[src/design/tcc_pkg.sv]
package tcc_pkg;

  // register byte addresses
  localparam logic [15:0] TIMER61_MODE_CONTROL_ADDR  = 16'hff41;
  localparam logic [15:0] TIMER60_MODE_CONTROL_ADDR  = 16'hff4e;
  localparam logic [15:0] CARRIER_OUTPUT_CONTROL_ADDR = 16'hff4f;

  // reset values
  localparam logic [7:0] TMC_RESET = 8'h00;
  localparam logic [7:0] TCA_RESET = 8'h00;
  localparam logic [7:0] RD_IDLE   = 8'h00;

  // writable bits, fixed-zero bits drop out
  localparam logic [7:0] TMC_WR_MASK = 8'hbf;

  // mode control field positions
  localparam int unsigned RUN_BIT     = 7;
  localparam int unsigned CLK_SEL_HI  = 5;
  localparam int unsigned CLK_SEL_LO  = 3;
  localparam int unsigned MODE_HI_BIT = 2;
  localparam int unsigned MODE_LO_BIT = 1;
  localparam int unsigned OUT_EN_BIT  = 0;

  // carrier output control field positions
  localparam int unsigned REMOTE_BIT   = 2;
  localparam int unsigned NEXT_BUF_BIT = 1;
  localparam int unsigned OUT_DATA_BIT = 0;

  // count clock select codes
  localparam logic [2:0] SEL_MAIN      = 3'h0;
  localparam logic [2:0] SEL_MAIN_DIV  = 3'h1;
  localparam logic [2:0] SEL_EXT       = 3'h2;
  localparam logic [2:0] SEL_EXT_DIV2  = 3'h3;
  localparam logic [2:0] SEL_EXT_DIV4  = 3'h4;
  localparam logic [2:0] SEL_EXT_DIV8  = 3'h5;

  // external divider masks
  localparam logic [2:0] EXT_MASK_DIV2 = 3'h1;
  localparam logic [2:0] EXT_MASK_DIV4 = 3'h3;
  localparam logic [2:0] EXT_MASK_DIV8 = 3'h7;

  // main clock prescaler terminal counts
  localparam logic [3:0] PRE_DIV4_TC  = 4'h3;
  localparam logic [3:0] PRE_DIV16_TC = 4'hf;
  localparam logic [3:0] PRE_MASK4    = 4'h3;
  localparam logic [3:0] PRE_STEP     = 4'h1;

  // timer 60 operating modes
  typedef enum logic [2:0] {
    MODE_STANDALONE = 3'b000,
    MODE_CASCADE    = 3'b001,
    MODE_CARRIER    = 3'b010,
    MODE_PPG        = 3'b011,
    MODE_ILLEGAL    = 3'b100
  } tcc_mode_t;

  // timer 61 operating modes
  typedef enum logic [1:0] {
    T61_STANDALONE = 2'b00,
    T61_PATTERN    = 2'b01,
    T61_ILLEGAL    = 2'b10
  } tcc_t61_mode_t;

endpackage : tcc_pkg

[src/design/tcc_clk_sel.sv]
`timescale 1ns/1ps
`default_nettype none
module tcc_clk_sel
  import tcc_pkg::*;
(
  // clock and reset
  input  wire logic       clk,
  input  wire logic       rstn,
  // control
  input  wire logic       run,
  input  wire logic [2:0] sel,
  // tick sources
  input  wire logic       main_div_tick,
  input  wire logic       ext_rise,
  // count tick
  output logic            tick_ff
);

  logic [2:0] ext_cnt_ff;
  logic [2:0] nxt_ext_cnt;
  logic       nxt_tick;

  // external edge divider and tick select; prohibited codes give no tick
  always_comb begin
    nxt_ext_cnt = ext_cnt_ff;
    nxt_tick    = 1'b0;
    if (!run) begin
      nxt_ext_cnt = 3'h0;
    end else begin
      if (ext_rise) begin
        nxt_ext_cnt = ext_cnt_ff + 3'h1;
      end
      unique case (sel)
        SEL_MAIN:     nxt_tick = 1'b1;
        SEL_MAIN_DIV: nxt_tick = main_div_tick;
        SEL_EXT:      nxt_tick = ext_rise;
        SEL_EXT_DIV2: nxt_tick = ext_rise && ((ext_cnt_ff & EXT_MASK_DIV2) == EXT_MASK_DIV2);
        SEL_EXT_DIV4: nxt_tick = ext_rise && ((ext_cnt_ff & EXT_MASK_DIV4) == EXT_MASK_DIV4);
        SEL_EXT_DIV8: nxt_tick = ext_rise && ((ext_cnt_ff & EXT_MASK_DIV8) == EXT_MASK_DIV8);
        default:      nxt_tick = 1'b0;
      endcase
    end
  end

  // register stage
  always_ff @(posedge clk) begin
    if (!rstn) begin
      ext_cnt_ff <= 3'h0;
      tick_ff    <= 1'b0;
    end else begin
      ext_cnt_ff <= nxt_ext_cnt;
      tick_ff    <= nxt_tick;
    end
  end

endmodule : tcc_clk_sel
`default_nettype wire

[src/design/tcc_top.sv]
// Overview of operation
// clearing timer 60 run clears and stops it, and timer 50 in cascade
// setting timer 60 run starts it, and timer 50 in cascade
// in cascade the timer 50 run bit is ignored
// timer 60 clock: main, main/4, external, external/2, /4, /8; rest none
// timer 60 mode decoded from both timers' mode bits, others prohibited
// mode comes from both mode registers jointly
// software stops timer 60 before changing mode or clock
// output pin low, carrier pulse, or high per data and remote bits
// data bit zero stops carrier clock and holds output low
// buffer bit copied into data bit on each timer 50 match
// software presets data bit and buffer before counting
// with output disabled software uses byte writes only
// with output enabled writes to data bit are ignored
// write while timer 50 interrupt high moves buffer into data bit
// software waits half a timer 50 clock before rewriting
// timer 61 run bit clears and stops, or starts, its counter
// timer 61 clock: main, main/16, external, external/2, /4, /8
// timer 61 mode 00 stand-alone, 10 pattern; bit 0 enables output
// 24-bit event counting uses timer 61 stand-alone with external clock
// software stops timer 61 before changing mode or clock
// carrier and PPG counters clear on either match, overflow or stop
// fixed-zero bits read zero and ignore writes
`timescale 1ns/1ps
`default_nettype none
module tcc_top
  import tcc_pkg::*;
(
  // clock and reset
  input  wire logic       clk,
  input  wire logic       rstn,
  // register access
  input  wire logic [15:0] bus_addr,
  input  wire logic        bus_wr,
  input  wire logic        bus_rd,
  input  wire logic [7:0]  bus_wdata,
  output logic      [7:0]  bus_rdata_ff,
  // timer 50 companion
  input  wire logic        t50_mode_hi,
  input  wire logic        t50_mode_lo,
  input  wire logic        t50_run,
  input  wire logic        t50_match_irq,
  output logic             t50_run_eff_ff,
  output logic             t50_cnt_clr_ff,
  // timer 60 counter events
  input  wire logic        t60_cmp_match,
  input  wire logic        t60_hcmp_match,
  input  wire logic        t60_ovf,
  input  wire logic        carrier_pulse,
  output logic             t60_cnt_tick_ff,
  output logic             t60_cnt_clr_ff,
  output tcc_mode_t        t60_mode_ff,
  output logic             carrier_clk_en_ff,
  output logic             t60_out_pin_ff,
  // timer 61 counter events
  input  wire logic        t61_cmp_match,
  input  wire logic        t61_hcmp_match,
  input  wire logic        t61_ovf,
  output logic             t61_cnt_tick_ff,
  output logic             t61_cnt_clr_ff,
  output tcc_t61_mode_t    t61_mode_ff,
  output logic             t61_out_en_ff,
  // external count input pin
  input  wire logic        ext_count_in
);

  logic [7:0]    timer60_mode_control_ff, timer61_mode_control_ff, nxt_timer60_mode_control, nxt_timer61_mode_control;
  logic          remote_level_sel_ff, next_out_data_buf_ff, out_data_bit_ff;
  logic          nxt_remote, nxt_buf, nxt_out_data;
  logic [7:0]    nxt_rdata;
  logic          wr60, wr61, wr_tca, irq_prev_ff, match_rise;
  logic          ext_s1_ff, ext_s2_ff, ext_s3_ff, ext_lvl_ff, ext_rise_ff;
  logic          nxt_ext_lvl, nxt_ext_rise;
  logic [3:0]    pre_ff, nxt_pre;
  logic          div4_ff, div16_ff, nxt_div4, nxt_div16;
  tcc_mode_t     mode_c;
  tcc_t61_mode_t mode61_c;
  logic          t60_run, t61_run, t60_out_en, cascade, t60_clr_mode, t61_clr_mode;
  logic          nxt_t50_run_eff, nxt_t50_clr, nxt_t60_clr, nxt_t61_clr, nxt_pin, nxt_clk_en;

  // field views
  assign t60_run    = timer60_mode_control_ff[RUN_BIT];
  assign t61_run    = timer61_mode_control_ff[RUN_BIT];
  assign t60_out_en = timer60_mode_control_ff[OUT_EN_BIT];
  assign wr60       = bus_wr && (bus_addr == TIMER60_MODE_CONTROL_ADDR);
  assign wr61       = bus_wr && (bus_addr == TIMER61_MODE_CONTROL_ADDR);
  assign wr_tca     = bus_wr && (bus_addr == CARRIER_OUTPUT_CONTROL_ADDR);
  assign match_rise = t50_match_irq && !irq_prev_ff;

  // joint mode decode from both timers
  always_comb begin
    mode_c = MODE_ILLEGAL;
    if (!t50_mode_lo && (timer60_mode_control_ff[MODE_HI_BIT:MODE_LO_BIT] == 2'b00)) begin
      mode_c = MODE_STANDALONE;                                   // see
    end else if ({t50_mode_hi, t50_mode_lo, timer60_mode_control_ff[MODE_HI_BIT:MODE_LO_BIT]} == 4'b0101) begin
      mode_c = MODE_CASCADE;
    end else if ({t50_mode_hi, t50_mode_lo, timer60_mode_control_ff[MODE_HI_BIT:MODE_LO_BIT]} == 4'b0011) begin
      mode_c = MODE_CARRIER;
    end else if (!t50_mode_lo && (timer60_mode_control_ff[MODE_HI_BIT:MODE_LO_BIT] == 2'b10)) begin
      mode_c = MODE_PPG;
    end
    unique case (timer61_mode_control_ff[MODE_HI_BIT:MODE_LO_BIT])
      2'b00:   mode61_c = T61_STANDALONE;
      2'b10:   mode61_c = T61_PATTERN;
      default: mode61_c = T61_ILLEGAL;
    endcase
  end

  assign cascade      = (mode_c == MODE_CASCADE);
  assign t60_clr_mode = (mode_c == MODE_CARRIER) || (mode_c == MODE_PPG);
  assign t61_clr_mode = (mode61_c == T61_PATTERN);

  // register writes and carrier data handling
  always_comb begin
    nxt_timer60_mode_control    = timer60_mode_control_ff;
    nxt_timer61_mode_control    = timer61_mode_control_ff;
    nxt_remote   = remote_level_sel_ff;
    nxt_buf      = next_out_data_buf_ff;
    nxt_out_data = out_data_bit_ff;
    if (wr60) begin
      nxt_timer60_mode_control = bus_wdata & TMC_WR_MASK;
    end
    if (wr61) begin
      nxt_timer61_mode_control = bus_wdata & TMC_WR_MASK;
    end
    if (match_rise) begin
      nxt_out_data = next_out_data_buf_ff;
    end
    if (wr_tca) begin
      nxt_remote = bus_wdata[REMOTE_BIT];
      nxt_buf    = bus_wdata[NEXT_BUF_BIT];
      if (t50_match_irq) begin
        nxt_out_data = bus_wdata[NEXT_BUF_BIT];
      end else if (!t60_out_en) begin
        nxt_out_data = bus_wdata[OUT_DATA_BIT];
      end
    end
  end

  // registers
  always_ff @(posedge clk) begin
    if (!rstn) begin
      timer60_mode_control_ff             <= TMC_RESET;
      timer61_mode_control_ff             <= TMC_RESET;
      remote_level_sel_ff  <= TCA_RESET[REMOTE_BIT];
      next_out_data_buf_ff <= TCA_RESET[NEXT_BUF_BIT];
      out_data_bit_ff      <= TCA_RESET[OUT_DATA_BIT];
      irq_prev_ff          <= 1'b0;
    end else begin
      timer60_mode_control_ff             <= nxt_timer60_mode_control;
      timer61_mode_control_ff             <= nxt_timer61_mode_control;
      remote_level_sel_ff  <= nxt_remote;
      next_out_data_buf_ff <= nxt_buf;
      out_data_bit_ff      <= nxt_out_data;
      irq_prev_ff          <= t50_match_irq;
    end
  end

  // read mux; data bit is write-only
  always_comb begin
    nxt_rdata = RD_IDLE;
    if (bus_rd) begin
      unique case (bus_addr)
        TIMER60_MODE_CONTROL_ADDR:   nxt_rdata = timer60_mode_control_ff;
        TIMER61_MODE_CONTROL_ADDR:   nxt_rdata = timer61_mode_control_ff;
        CARRIER_OUTPUT_CONTROL_ADDR: begin
          nxt_rdata               = RD_IDLE;
          nxt_rdata[REMOTE_BIT]   = remote_level_sel_ff;
          nxt_rdata[NEXT_BUF_BIT] = next_out_data_buf_ff;
        end
        default:                     nxt_rdata = RD_IDLE;
      endcase
    end
  end

  // external input filter and main clock prescaler
  always_comb begin
    nxt_ext_lvl  = (ext_s2_ff == ext_s3_ff) ? ext_s3_ff : ext_lvl_ff;
    nxt_ext_rise = nxt_ext_lvl && !ext_lvl_ff;
    nxt_pre      = pre_ff + PRE_STEP;
    nxt_div4     = ((pre_ff & PRE_MASK4) == PRE_DIV4_TC);
    nxt_div16    = (pre_ff == PRE_DIV16_TC);
  end

  always_ff @(posedge clk) begin
    if (!rstn) begin
      ext_s1_ff   <= 1'b0;
      ext_s2_ff   <= 1'b0;
      ext_s3_ff   <= 1'b0;
      ext_lvl_ff  <= 1'b0;
      ext_rise_ff <= 1'b0;
      pre_ff      <= 4'h0;
      div4_ff     <= 1'b0;
      div16_ff    <= 1'b0;
    end else begin
      ext_s1_ff   <= ext_count_in;
      ext_s2_ff   <= ext_s1_ff;
      ext_s3_ff   <= ext_s2_ff;
      ext_lvl_ff  <= nxt_ext_lvl;
      ext_rise_ff <= nxt_ext_rise;
      pre_ff      <= nxt_pre;
      div4_ff     <= nxt_div4;
      div16_ff    <= nxt_div16;
    end
  end

  // count clock selectors
  tcc_clk_sel u_sel60 (
    .clk           (clk),
    .rstn          (rstn),
    .run           (t60_run),
    .sel           (timer60_mode_control_ff[CLK_SEL_HI:CLK_SEL_LO]),
    .main_div_tick (div4_ff),
    .ext_rise      (ext_rise_ff),
    .tick_ff       (t60_cnt_tick_ff)
  );

  tcc_clk_sel u_sel61 (
    .clk           (clk),
    .rstn          (rstn),
    .run           (t61_run),
    .sel           (timer61_mode_control_ff[CLK_SEL_HI:CLK_SEL_LO]),
    .main_div_tick (div16_ff),
    .ext_rise      (ext_rise_ff),
    .tick_ff       (t61_cnt_tick_ff)
  );

  // counter control and output pin
  always_comb begin
    nxt_t50_run_eff = cascade ? t60_run : t50_run;
    nxt_t50_clr     = cascade && !t60_run;
    nxt_t60_clr     = !t60_run ||
                      (t60_clr_mode && (t60_cmp_match || t60_hcmp_match || t60_ovf));
    nxt_t61_clr     = !t61_run ||
                      (t61_clr_mode && (t61_cmp_match || t61_hcmp_match || t61_ovf));
    nxt_clk_en      = out_data_bit_ff;
    nxt_pin         = t60_out_en && out_data_bit_ff &&
                      (remote_level_sel_ff || carrier_pulse);
  end

  always_ff @(posedge clk) begin
    if (!rstn) begin
      bus_rdata_ff      <= RD_IDLE;
      t50_run_eff_ff    <= 1'b0;
      t50_cnt_clr_ff    <= 1'b0;
      t60_cnt_clr_ff    <= 1'b1;
      t61_cnt_clr_ff    <= 1'b1;
      t60_mode_ff       <= MODE_STANDALONE;
      t61_mode_ff       <= T61_STANDALONE;
      t61_out_en_ff     <= 1'b0;
      carrier_clk_en_ff <= 1'b0;
      t60_out_pin_ff    <= 1'b0;
    end else begin
      bus_rdata_ff      <= nxt_rdata;
      t50_run_eff_ff    <= nxt_t50_run_eff;
      t50_cnt_clr_ff    <= nxt_t50_clr;
      t60_cnt_clr_ff    <= nxt_t60_clr;
      t61_cnt_clr_ff    <= nxt_t61_clr;
      t60_mode_ff       <= mode_c;
      t61_mode_ff       <= mode61_c;
      t61_out_en_ff     <= timer61_mode_control_ff[OUT_EN_BIT];
      carrier_clk_en_ff <= nxt_clk_en;
      t60_out_pin_ff    <= nxt_pin;
    end
  end
endmodule : tcc_top
`default_nettype wire

[config.mk]
export PLATFORM = sky130hd
export DESIGN_NAME = tcc_top
export DESIGN_NICKNAME = d
export VERILOG_FILES = /design/src/design/tcc_pkg.sv /design/src/design/tcc_clk_sel.sv /design/src/design/tcc_top.sv
export SDC_FILE = /design/constraint.sdc
export NUM_CORES = 1
export LEC_CHECK = 0
export BUFFER_PORTS_ARGS = -buffer_cell sky130_fd_sc_hd__buf_2
export CAP_MARGIN = 20
export CELL_PAD_IN_SITES_DETAIL_PLACEMENT = 1
export CELL_PAD_IN_SITES_GLOBAL_PLACEMENT = 2
export CORE_MARGIN = 10
export CORE_UTILIZATION = 33
export DETAILED_ROUTE_END_ITERATION = 6
export PLACE_DENSITY_LB_ADDON = 0.1
export SLEW_MARGIN = 0
export SYNTH_ARGS = -nofsm -noshare
export SYNTH_HDL_FRONTEND = slang
export SYNTH_SLANG_ARGS = --single-unit
[constraint.sdc]
create_clock -name clk -period 5.2 [get_ports clk]
set_clock_uncertainty 0.2 [all_clocks]
set_input_delay 1.56 -clock clk [delete_from_list [all_inputs] [get_ports clk]]
set_output_delay 1.56 -clock clk [all_outputs]
set_load 0.01 [all_outputs]
==> results.toml <==
[outcome]
outcome = "finished, final reports clean"

[placement]
post-dp-hpwl_um = 4080
placed_area_um2 = 2480
gp_congestion = 0.729
port_buffers = 59
dpl_worst_slack_ns = 1.59

[worst_setup_path]
rr_startpoint = "ext_rise_ff"
slowest_stage = "nor4b_2"
cp-end-kind = "register"
crit_fanout = 9
crit_required_ns = 5.23
worstPathArrival_ns = 3.29
path_cells = "buf_2 -> nor4b_2 -> and3_1 -> mux2i_1"
slowest_delay_ns = 0.79
path_class = "input port to register"
r2r_slack_ns = 3.68
reg2regPathDepth = 3
critPathLaunchType = "input port"
timing.rr.end = "u_sel60.tick_ff"

[finish]
nets = 316
fin_area_um2 = 2570
final_cell_mix = "buf_2 (59), dfxtp_1 (56), nand2_1 (28), mux2i_1 (23), nor2_1 (16)"
final_layout_size_suffix_gt1_share_pct = 25.7
fill_cells = 775
ff_latch_area_um2 = 1120
multi_input_area_um2 = 946
syn_to_final_growth_pct = 19.7
diodes = 0
final_common_cell = "buf_2"

[yosys]
synth_cells = 216
synth_seq_area_share_pct = 52.1
syn_nets = 261
syn_area_per_cell_um2 = 9.96
yosysWarnings = 0
synth_ff_type = "dfxtp_1"
synthArstFlopShare_pct = 0
synth-seq-cells = 56
ys_types = 38
synth_edf_count = 0
syn_area_um2 = 2150

[die]
die_w_um = 101
io_pins = 62
die-height_um = 101
row_count = 29
start_util_pct = 33.9
die_area_um2 = 10200
core_area_um2 = 6350

[grt]
grt_pass1_wl_um = 8820
track_usage_pct = 10.9
grt_pass1_vias = 1742
grt_max_degree = 47
grt_overflow = 0
grt_antenna_before_repair = 0

[detailed_routing]
vias_per_cell = 4.93
drt_iter0_drc = 29
routed_wl_um = 5410
drcViolationCount = 0
num_vias = 1719
dr.pass1.iters = 5
wl_per_cell_um = 15.5
drt.antenna.violating_nets = 0

[clock_tree]
cts_tree = "built"
clk_latency_ns = 0.30
cts-buffers-inserted = 5
htreeDepth = 2
hold_buffers = 0
clkSlewWorstSetupHoldPaths_ns = 0.10
post-cts-setup-buffer-count = 0
cts_num_sinks = 56
cts_resized = 0
clock_path_buffers = 2
clock-root-buffer = "clkbuf_8"

[sta]
slew_headroom_pct = 40.3
fmax_mhz = 307
period_needed_ns = 3.26
finalHoldViolCount = 0
finalCritPeriodShare_pct = 62.7
slew_violations = 0
rsz0062_at_grt = "false"
setup_ws_ns = 1.94
final-setup-viol-count = 0
holdWs_ns = 0.242
fin_setup_tns_ns = 0
tightest_slew_ns = 0.893

[hold_path]
worstHoldStart = "timer61_mode_control_ff[7]"
hold_class = "register to register"
whs_path_depth = 1
hold_end = "t61_cnt_clr_ff"

[power]
finalPower_mw = 0.716
power.density_nw_per_um2 = 278
ir_drop_v = 0.000104
leakage_nw = 1.08

[job]
maxCapViolations = 0
-- cell usage after synthesis (3+ instances only) --
| library cell | count | area [µm²] |
|---|---|---|
| dfxtp_1 | 56 | 1120 |
| a21oi_1 | 5 | 25.0 |
| inv_1 | 6 | 22.5 |
| nand2_1 | 28 | 105 |
| mux2i_1 | 23 | 230 |
| and3_1 | 5 | 31.3 |
| a22oi_1 | 5 | 37.5 |
| and2_1 | 11 | 68.8 |
| clkbuf_1 | 6 | 22.5 |
| o21ai_0 | 7 | 35.0 |
| nand3_1 | 5 | 25.0 |
| nand4_1 | 3 | 18.8 |
| nor2_1 | 16 | 60.1 |
| xnor2_1 | 3 | 26.3 |
| ha_1 | 5 | 62.6 |
| nor2b_1 | 3 | 18.8 |
-- metal layers --
layer / track usage, % / wire length, µm / vias up / part of all wire (%)
li1: - / - / 853 / -
met1: 12.5 / 2260 / 826 / 42
met2: 17.3 / 2610 / 38 / 48
met3: 5.49 / 502 / 2 / 9.3
met4: 3.59 / 32 / 0 / 0.59
met5: 0 / 0 / - / 0
-- critical path, delay by kind of cell --
kind / cells / cell delay, ns
simple gates: 2 / 1.38
mux: 1 / 0.24
buf+inv: 1 / 0.11
-- area by class of cell --
cell class,instances,share of cell area [%]
clock buffer,7,3.35
clock inverter,1,0.292
inverter,6,0.875
multi-input combinational,143,36.7
sequential,56,43.5
tap,77,3.74
timing repair buffer,59,11.5
-- sequential cells by signal (all words and copies together), names as in the netlist, 2 cells and up --
signal / cells
u_sel61.ext_cnt_ff: 3
pre_ff: 4
bus_rdata_ff: 7
timer61_mode_control_ff: 7
u_sel60.ext_cnt_ff: 3
timer60_mode_control_ff: 7
t61_mode_ff: 2
t60_mode_ff: 3
-- logic make-up after synthesis --
kind of cell | share of synthesized area, %
flip-flops | 52.1
adder cells (fa/ha/maj) | 2.91
multiplexers | 11.2
AO/OA/AOI/OAI | 8.90
other | 0.174
AND/OR/NAND/NOR | 19.1
XOR/XNOR | 1.63
buffers and inverters | 3.95
-- metrics by stage --
stage,instances,util [%]
finish,349,40.6
global route,349,40.6
CTS,349,40.6
detailed placement,341,39.1
global placement,341,39.1
floorplan,216,-
-- worst max path at each step --
stage | slack (ns) | start | endpoint | cells past startpoint
after CTS | 1.91 | bus_addr[5] | timer60_mode_control_ff[2] | 5
after global routing | 1.73 | bus_addr[1] | timer61_mode_control_ff[2] | 4
final | 1.94 | bus_addr[1] | timer61_mode_control_ff[5] | 4
after floorplan | 2.16 | bus_addr[5] | timer61_mode_control_ff[1] | 5
after global placement | 1.64 | bus_addr[1] | timer61_mode_control_ff[0] | 4
after detailed placement | 1.59 | bus_addr[1] | timer61_mode_control_ff[4] | 4
-- where the power goes --
part | internal, mW | total [mW] | switching [mW] | leakage (nW)
Sequential | 0.433 | 0.435 | 0.00208 | 0.453
Combinational | 0.0165 | 0.0339 | 0.0174 | 0.586
Clock | 0.109 | 0.247 | 0.138 | 0.0445
Total | 0.558 | 0.716 | 0.158 | 1.08
No activity file was read; power rests on OpenSTA's default activity.
